### src/sac_pkg.sv
// Package of constants for the converter control and serial readout block
package sac_pkg;
	localparam int CLK_HZ = 20000000;
	localparam int CONV_NS = 3800;
	localparam int WAKE_NS = 6000;
	localparam int APERTURE_NS = 15;
	localparam int CONV_CYC = (CONV_NS * (CLK_HZ / 1000000)) / 1000;
	localparam int WAKE_CYC = (WAKE_NS * (CLK_HZ / 1000000)) / 1000;
	localparam int APERTURE_CYC = ((APERTURE_NS * (CLK_HZ / 1000000) + 999) / 1000 < 1) ? 1 :
		(APERTURE_NS * (CLK_HZ / 1000000) + 999) / 1000;
	localparam int RES_W = 12;
	localparam int FRAME_BITS = 16;
	localparam int LEAD_ZEROS = 4;
	localparam logic [11:0] MID_CODE = 12'h800;
	localparam logic [11:0] RESULT_RST = 12'h000;
	typedef enum logic [2:0] {
		SAC_ST_TRACK = 3'b000,
		SAC_ST_CONV = 3'b001,
		SAC_ST_SLEEP = 3'b011,
		SAC_ST_WAKE = 3'b010
	} sac_state_e;
endpackage : sac_pkg

### src/sac_if.sv
// Stream carrier between the converter control and the result FIFO
`timescale 1ns/1ps
`default_nettype none
interface sac_if #(parameter int W = 12);
	logic valid;
	logic ready;
	logic [W-1:0] data;
	modport src (output valid, output data, input ready);
	modport snk (input valid, input data, output ready);
endinterface : sac_if
`default_nettype wire

### src/sac_top.sv
// Converter control, result buffering and serial readout shift register
`timescale 1ns/1ps
`default_nettype none
module sac_top #(
	parameter int CONV_CYCLES = sac_pkg::CONV_CYC,
	parameter int WAKE_CYCLES = sac_pkg::WAKE_CYC,
	parameter bit BIPOLAR = 1'b1,
	parameter int FIFO_DEPTH = 4
) (
	// Clock and reset
	input wire logic clock_i,
	input wire logic rst_i,
	// Host pins
	input wire logic convert_start_n_i,
	input wire logic serial_clock_i,
	output logic busy_o,
	output logic serial_result_out_o,
	output logic serial_result_out_oe_o,
	// Analog front end
	input wire logic [11:0] sample_code_i,
	output logic hold_o,
	output logic power_down_o
);
	localparam int W = sac_pkg::RES_W;
	sac_if #(.W(W)) conv_if ();
	localparam int NPIN = 2;
	localparam int PIN_CS = 0;
	localparam int PIN_SC = 1;
	// Idle levels: start pin rests high, serial clock rests low
	localparam logic [1:0] PIN_IDLE = 2'b01;

	logic [NPIN-1:0] pin_raw;
	logic [NPIN-1:0] pin_m_q;
	logic [NPIN-1:0] pin_s_q;
	logic [NPIN-1:0] pin_p_q;
	logic [NPIN-1:0] pin_fall;
	logic [NPIN-1:0] pin_rise;
	logic cs_s_q, sc_s_q;
	logic cs_fall, cs_rise, sc_fall, sc_rise;
	logic wake_done;
	logic capture_now;
	logic frame_start, frame_end, frame_clear;

	sac_pkg::sac_state_e state_q;
	logic [15:0] cnt_q;
	logic [11:0] code_q;
	logic done;
	logic f_valid, f_ready;
	logic [11:0] f_data;
	logic [11:0] out_reg_q;
	logic [15:0] shift_q;
	logic [4:0] bit_q;
	logic sc_armed_q;

	// Edge decode on a pair of synchronised samples
	function automatic logic edge_seen(input logic prev, input logic now, input logic rising);
		edge_seen = rising ? (!prev && now) : (prev && !now);
	endfunction : edge_seen

	// Conversion running and not on its last cycle
	function automatic logic conv_active(input sac_pkg::sac_state_e st, input logic fin);
		conv_active = (st == sac_pkg::SAC_ST_CONV) && !fin;
	endfunction : conv_active

	// Readout frame: leading zeros, then result MSB first
	function automatic logic [15:0] frame_word(input logic [11:0] code);
		frame_word = {{sac_pkg::LEAD_ZEROS{1'b0}}, code};
	endfunction : frame_word

	// Bipolar ranges flip the MSB into two's complement
	function automatic logic [11:0] fmt_code(input logic [11:0] raw, input logic bip);
		fmt_code = bip ? (raw ^ sac_pkg::MID_CODE) : raw;
	endfunction : fmt_code

	// Pin order inside the synchroniser bank
	assign pin_raw = {serial_clock_i, convert_start_n_i};

	// Two flip-flops per pin before any logic, third keeps edge history
	for (genvar g = 0; g < NPIN; g++)
	begin : g_sync
		always_ff @(posedge clock_i)
		begin
			if (rst_i)
			begin
				pin_m_q[g] <= PIN_IDLE[g];
				pin_s_q[g] <= PIN_IDLE[g];
				pin_p_q[g] <= PIN_IDLE[g];
			end
			else
			begin
				pin_m_q[g] <= pin_raw[g];
				pin_s_q[g] <= pin_m_q[g];
				pin_p_q[g] <= pin_s_q[g];
			end
		end
		// Edge flags, one cycle each
		assign pin_fall[g] = edge_seen(pin_p_q[g], pin_s_q[g], 1'b0);
		assign pin_rise[g] = edge_seen(pin_p_q[g], pin_s_q[g], 1'b1);
	end

	// Named views of the synchronised pins
	assign cs_s_q = pin_s_q[PIN_CS];
	assign sc_s_q = pin_s_q[PIN_SC];
	assign cs_fall = pin_fall[PIN_CS];
	assign cs_rise = pin_rise[PIN_CS];
	assign sc_fall = pin_fall[PIN_SC];
	assign sc_rise = pin_rise[PIN_SC];

	// Wake time reached after a sleep-mode rising edge
	assign wake_done = (cnt_q >= 16'(WAKE_CYCLES - 1));

	// Conversion sequencer state
	always_ff @(posedge clock_i)
	begin
		if (rst_i)
			state_q <= sac_pkg::SAC_ST_TRACK;
		else
		begin
			case (state_q)
				sac_pkg::SAC_ST_TRACK:
				begin
					if (cs_fall)
						state_q <= sac_pkg::SAC_ST_CONV;
				end
				sac_pkg::SAC_ST_CONV:
				begin
					// Start pin still low at the end selects auto sleep
					if (done && !cs_s_q)
						state_q <= sac_pkg::SAC_ST_SLEEP;
					else if (done)
						state_q <= sac_pkg::SAC_ST_TRACK;
				end
				sac_pkg::SAC_ST_SLEEP:
				begin
					if (cs_rise)
						state_q <= sac_pkg::SAC_ST_WAKE;
				end
				sac_pkg::SAC_ST_WAKE:
				begin
					// Hold only once awake and with the start pin low
					if (wake_done && !cs_s_q)
						state_q <= sac_pkg::SAC_ST_CONV;
				end
				default:
					state_q <= sac_pkg::SAC_ST_TRACK;
			endcase
		end
	end

	// Cycle counter on the internal clock, cleared on every state change
	always_ff @(posedge clock_i)
	begin
		if (rst_i)
			cnt_q <= '0;
		else
		begin
			case (state_q)
				sac_pkg::SAC_ST_TRACK:
					cnt_q <= '0;
				sac_pkg::SAC_ST_CONV:
				begin
					if (done)
						cnt_q <= '0;
					else
						cnt_q <= cnt_q + 16'h0001;
				end
				sac_pkg::SAC_ST_SLEEP:
					cnt_q <= '0;
				sac_pkg::SAC_ST_WAKE:
				begin
					if (wake_done && !cs_s_q)
						cnt_q <= '0;
					else if (!wake_done)
						cnt_q <= cnt_q + 16'h0001;
				end
				default:
					cnt_q <= '0;
			endcase
		end
	end

	// Last conversion cycle; stretches while the FIFO has no room
	assign done = (state_q == sac_pkg::SAC_ST_CONV) && (cnt_q >= 16'(CONV_CYCLES - 1))
		&& conv_if.ready;

	// Busy pin, high for the whole conversion
	always_ff @(posedge clock_i)
	begin
		if (rst_i)
			busy_o <= 1'b0;
		else
			busy_o <= conv_active(state_q, done);
	end

	// Track/hold in hold for the conversion, tracking again at its end
	always_ff @(posedge clock_i)
	begin
		if (rst_i)
			hold_o <= 1'b0;
		else
			hold_o <= conv_active(state_q, done);
	end

	// Power-down flag while asleep
	always_ff @(posedge clock_i)
	begin
		if (rst_i)
			power_down_o <= 1'b0;
		else
			power_down_o <= (state_q == sac_pkg::SAC_ST_SLEEP);
	end

	// Sample taken at the start edge, or while waiting in wake with start low
	assign capture_now = (state_q == sac_pkg::SAC_ST_TRACK && cs_fall)
		|| (state_q == sac_pkg::SAC_ST_WAKE && !cs_s_q);

	// Capture sample at hold, format code
	always_ff @(posedge clock_i)
	begin
		if (rst_i)
			code_q <= sac_pkg::RESULT_RST;
		else if (capture_now)
			code_q <= fmt_code(sample_code_i, BIPOLAR);
	end

	// Result stream into FIFO at end of conversion
	assign conv_if.valid = done;
	assign conv_if.data = code_q;

	sac_fifo #(.W(W), .DEPTH(FIFO_DEPTH)) u_fifo (
		.clock_i(clock_i),
		.rst_i(rst_i),
		.in_if(conv_if),
		.out_valid_o(f_valid),
		.out_ready_i(f_ready),
		.out_data_o(f_data)
	);

	// Output register takes newest word; drains whole FIFO
	assign f_ready = 1'b1;
	always_ff @(posedge clock_i)
	begin
		if (rst_i)
			out_reg_q <= sac_pkg::RESULT_RST;
		else if (f_valid)
			out_reg_q <= f_data;
	end

	// Frame start: rising serial clock with no frame open, also after extra clocks
	assign frame_start = sc_rise && bit_q == 5'd0 && !sc_armed_q;
	// Frame end: sixteenth falling serial clock
	assign frame_end = sc_fall && sc_armed_q && bit_q == 5'(sac_pkg::FRAME_BITS - 1);
	// Start pin falling with the serial clock low clears the readout
	assign frame_clear = cs_fall && !sc_s_q;

	// Bit counter
	always_ff @(posedge clock_i)
	begin
		if (rst_i || frame_clear)
			bit_q <= '0;
		else if (frame_end)
			bit_q <= '0;
		else if (sc_fall && sc_armed_q)
			bit_q <= bit_q + 5'd1;
	end

	// Frame open flag, drives the output enable
	always_ff @(posedge clock_i)
	begin
		if (rst_i || frame_clear)
			sc_armed_q <= 1'b0;
		else if (frame_start)
			sc_armed_q <= 1'b1;
		else if (frame_end)
			sc_armed_q <= 1'b0;
	end

	// Output shift register, loaded at frame start
	always_ff @(posedge clock_i)
	begin
		if (rst_i)
			shift_q <= '0;
		else if (frame_start)
			shift_q <= frame_word(out_reg_q);
		else if (sc_fall && sc_armed_q && !frame_end)
			shift_q <= {shift_q[14:0], 1'b0};
	end

	// Serial data pin, floats outside a frame
	assign serial_result_out_o = shift_q[15];
	assign serial_result_out_oe_o = sc_armed_q;
endmodule : sac_top
`default_nettype wire

### src/sac_fifo.sv
// Small synchronous FIFO for conversion results
`timescale 1ns/1ps
`default_nettype none
module sac_fifo #(
	parameter int W = 12,
	parameter int DEPTH = 4
) (
	// Clock and reset
	input wire logic clock_i,
	input wire logic rst_i,
	// Fill side
	sac_if.snk in_if,
	// Drain side
	output logic out_valid_o,
	input wire logic out_ready_i,
	output logic [W-1:0] out_data_o
);
	localparam int AW = $clog2(DEPTH);
	logic [W-1:0] mem [DEPTH];
	logic [AW:0] wr_q, rd_q;
	logic full, empty;
	// Pointer compare
	assign empty = (wr_q == rd_q);
	assign full = (wr_q[AW-1:0] == rd_q[AW-1:0]) && (wr_q[AW] != rd_q[AW]);
	assign in_if.ready = !full;
	assign out_valid_o = !empty;
	assign out_data_o = mem[rd_q[AW-1:0]];
	// Write side
	always_ff @(posedge clock_i)
	begin
		if (rst_i)
			wr_q <= '0;
		else if (in_if.valid && !full)
		begin
			mem[wr_q[AW-1:0]] <= in_if.data;
			wr_q <= wr_q + 1'b1;
		end
	end
	// Read side
	always_ff @(posedge clock_i)
	begin
		if (rst_i)
			rd_q <= '0;
		else if (out_ready_i && !empty)
			rd_q <= rd_q + 1'b1;
	end
endmodule : sac_fifo
`default_nettype wire

### config.mk
export PLATFORM = sky130hd
export DESIGN_NAME = sac_top
export DESIGN_NICKNAME = d
export VERILOG_FILES = /design/src/sac_pkg.sv /design/src/sac_if.sv /design/src/sac_top.sv /design/src/sac_fifo.sv
export SDC_FILE = /design/constraint.sdc
export NUM_CORES = 1
export LEC_CHECK = 0
export CORE_MARGIN = 10
export CORE_UTILIZATION = 30
export DETAILED_ROUTE_END_ITERATION = 8
export DONT_BUFFER_PORTS = 1
export PLACE_DENSITY = 0.46
export RECOVER_POWER = 50
export SLEW_MARGIN = 20
export SYNTH_ARGS = -nofsm -noshare
export SYNTH_HDL_FRONTEND = slang
export SYNTH_SLANG_ARGS = --single-unit
### constraint.sdc
create_clock -name clock_i -period 2.7 [get_ports clock_i]
set_clock_uncertainty 0.15 [all_clocks]
set_input_delay 0.135 -clock clock_i [delete_from_list [all_inputs] [get_ports clock_i]]
set_output_delay 0.135 -clock clock_i [all_outputs]
set_load 0.1 [all_outputs]
==> impl_metrics.csv <==
group,metric,value,unit
global_routing,grt_pass1_wl,17100,µm
drt,drcViolationCount,0,
clock_tree,cts_max_level,4,
global_routing,grt_start_max_net_pins,68,
drt,routedWlPerCell,13.5,µm
timing,fin_setup_tns,0,ps
setup_path,worstSetupStartpoint,"hold_o",
setup_path,arrival,2000,ps
floorplanning,initial_core_util,30.4,%
synthesis,yosys_warnings,0,
flow_run,maxCapViolCount,1,
clock_tree,cts_tree,"done",
timing,period_share,84.5,%
floorplanning,die_h,152,µm
drt,drt-pass1-iter-count,4,
synthesis,synth_ff_type,"dfxtp_1",
setup_path,cp_max_fo,2,
setup_path,end_kind,"output pin",
pwr,peakVddDrop,406,µV
placed_design,gp_congestion,0.784,
pwr,power_density,744,mW/mm²
drt,num_vias,3421,
setup_path,cp-endpoint,"hold_o",
synthesis,syn_nets,510,
floorplanning,die_x,152,µm
global_routing,grt.total_usage,9.06,%
timing,finalSetupViolCount,0,
setup_path,r2r-end,"hold_o",
timing,post-route-min-period,2280,ps
synthesis,yosysUniqueCellTypes,46,
clock_tree,clock_path_buffers,2,
global_routing,grt_overflow,0,
drt,viasPerCell,4.60,
setup_path,critPathKind,"reg2out",
clock_tree,numClockSinks,126,
layout,drive_gt1_share,12.5,%
synthesis,synth_edf_count,48,
synthesis,synth_area_leaders,"dfxtp_1, edfxtp_1, nand2_1",
timing,rsz0062_at_grt,"no",
global_routing,grt_pass1_vias,3416,
synthesis,syn_area,0.00522,mm²
timing,final_max_slew_viol_count,1,
synthesis,ys_seq_area_share,57.6,%
placed_design,dp_hpwl,6530,µm
pwr,leakagePower,0.00219,µW
clock_tree,clkSlewWorstSetupHoldPaths,60,ps
drt,drt_iter0_drc,213,
clock_tree,root_buffer,"clkbuf_16",
placed_design,placedInstanceArea,0.00551,mm²
synthesis,ys_ff_latch,126,
run_status,violations,"max-capacitance violations, max-slew violations",
layout,antenna_cells,0,
timing,tightest_slew,1860,ps
drt,drt-total-wl,10000,µm
synthesis,synth_cells,480,
clock_tree,clk_latency,420,ps
floorplanning,core,0.0172,mm²
setup_path,cp_num_cells,0,
clock_tree,ctsResizeCount,0,
drt,final_antenna_net_count,0,
setup_path,critPathRequiredTime,2410,ps
run_status,outcome,"complete, but fails checks",
layout,final_area,0.00628,mm²
floorplanning,io_pins,21,
setup_path,start_kind,"flop",
clock_tree,cts_buffers,17,
setup_path,r2r_cells,6,
floorplanning,die_area,0.0231,mm²
synthesis,syn_area_per_cell,10.9,µm²
synthesis,yosysTopAreaCell,"dfxtp_1",
placed_design,portBuffers,0,
setup_path,r2r-start,"cnt_q[0]",
synthesis,synthArstFlopShare,0,%
timing,whs,215,ps
timing,max_clock_freq,438,MHz
timing,relSlewSlack,-23.9,%
layout,nNetsFinal,536,
timing,final-hold-violation-count,0,
global_routing,antenna_found_initial,0,
hold_path,hold_class,"in2reg",
floorplanning,row_count,48,
layout,syn2layout_area_growth,20.4,%
synthesis,synth.top_cell.area_share,29.9,%
setup_path,rrSetupSlack,510,ps
## synth_stat cells, drive strengths merged (2+ instances only)
cell	instances
nor3	5
nand2b	3
or2	5
nor3b	3
nand3	13
and4	2
inv	15
xnor2	8
a21o	3
a311oi	12
and3	6
a21oi	30
nand3b	2
dfxtp	78
nand2	74
clkbuf	17
ha	14
o31ai	2
o21bai	2
a31oi	3
nor2	58
nand4	8
o21ai	6
a211oi	2
mux4	12
buf	6
xor2	12
nor2b	5
edfxtp	48
or3	2
mux2i	13
## cells by family after synthesis
logic type | after synthesis | share of synthesized area [%]
DFF | 126 | 57.6
AOI/OAI and AO/OA | 67 | 8.42
xor gates and xnor gates | 20 | 3.36
buffers and inverters | 38 | 2.97
muxes | 25 | 7.68
adders and majority gates | 14 | 3.36
and+or+nand+nor | 190 | 16.6
## cell type report
| cell class | instances | area [µm²] |
|---|---|---|
| fillers | 1721 | 10900 |
| multi-input cells | 316 | 2070 |
| repair buffers | 30 | 272 |
| flip-flops and latches | 126 | 3000 |
| well taps | 225 | 282 |
| clock buffers | 17 | 425 |
| inverters | 15 | 56.3 |
| clock inverters | 15 | 169 |
## metrics by stage
step           total power [µW]  worst slack, ps  std cells  util [%]
5_1_grt                    4880              315        744      36.6
3_5_place_dp               2400              496        695      32.1
4_1_cts                    4740              470        744      36.6
3_3_place_gp               2400              548        695      32.1
2_1_floorplan              2350             47.2        480         -
6_report                   4670              419        744      36.6
## sequential cells by signal, indices dropped and copies added (netlist names), 2 cells and up
| name | count |
|---|---|
| u_fifo.mem | 48 |
| pin_p_q | 2 |
| state_q | 2 |
| out_reg_q | 12 |
| u_fifo.wr_q | 3 |
| cnt_q | 16 |
| u_fifo.rd_q | 3 |
| shift_q | 16 |
| pin_m_q | 2 |
| bit_q | 5 |
| code_q | 12 |
## what timing repair did
action / CTS / global route
setup endpoints to repair: 0 / 0
endpoints found under the hold margin: 122 / 0
hold buffers: 17 / 0
setup buffers: 0 / 0
## report_power, final
part | total, µW | internal (µW) | switching [µW]
sequential | 2090 | 2020 | 74.1
clock | 2280 | 1320 | 957
combinational | 303 | 135 | 168
total | 4670 | 3470 | 1200
## cell usage in the layout, fill, tap and decap left out, types with 4 or more instances in the layout
cell	Yosys	routed
a21oi_1	30	30
a311oi_1	12	12
and3_1	6	6
buf_4	2	9
clkbuf_16	0	17
dfxtp_1	78	78
dlygate4sd3_1	0	16
edfxtp_1	48	48
ha_1	14	14
inv_1	15	15
inv_6	0	5
inv_8	0	5
mux2i_1	13	13
mux4_2	12	12
nand2_1	74	74
nand3_1	13	13
nand4_1	8	8
nor2_1	58	58
nor2b_1	5	5
nor3_1	5	5
o21ai_1	5	5
or2_2	4	4
xnor2_1	8	8
xor2_1	12	12
## metal layers
metal	vias up	track usage (%)	wire length (µm)
met3	10	2.65	218
met1	1629	11.9	5210
li1	1751	-	-
met4	0	4.54	156
met2	31	13.2	4450
met5	-	0	0
## worst min-delay path by stage
stage	from	endpoint	slack, ps	depth (start not counted)
floorplan	sample_code_i[11]	code_q[11]	80	1
global placement	rst_i	hold_o	60	1
detailed placement	rst_i	hold_o	70	1
CTS	sample_code_i[11]	code_q[11]	190	2
global route	sample_code_i[11]	code_q[11]	190	2
finish	sample_code_i[11]	code_q[11]	210	2
Note: power is estimated with default switching activity, not from simulation.
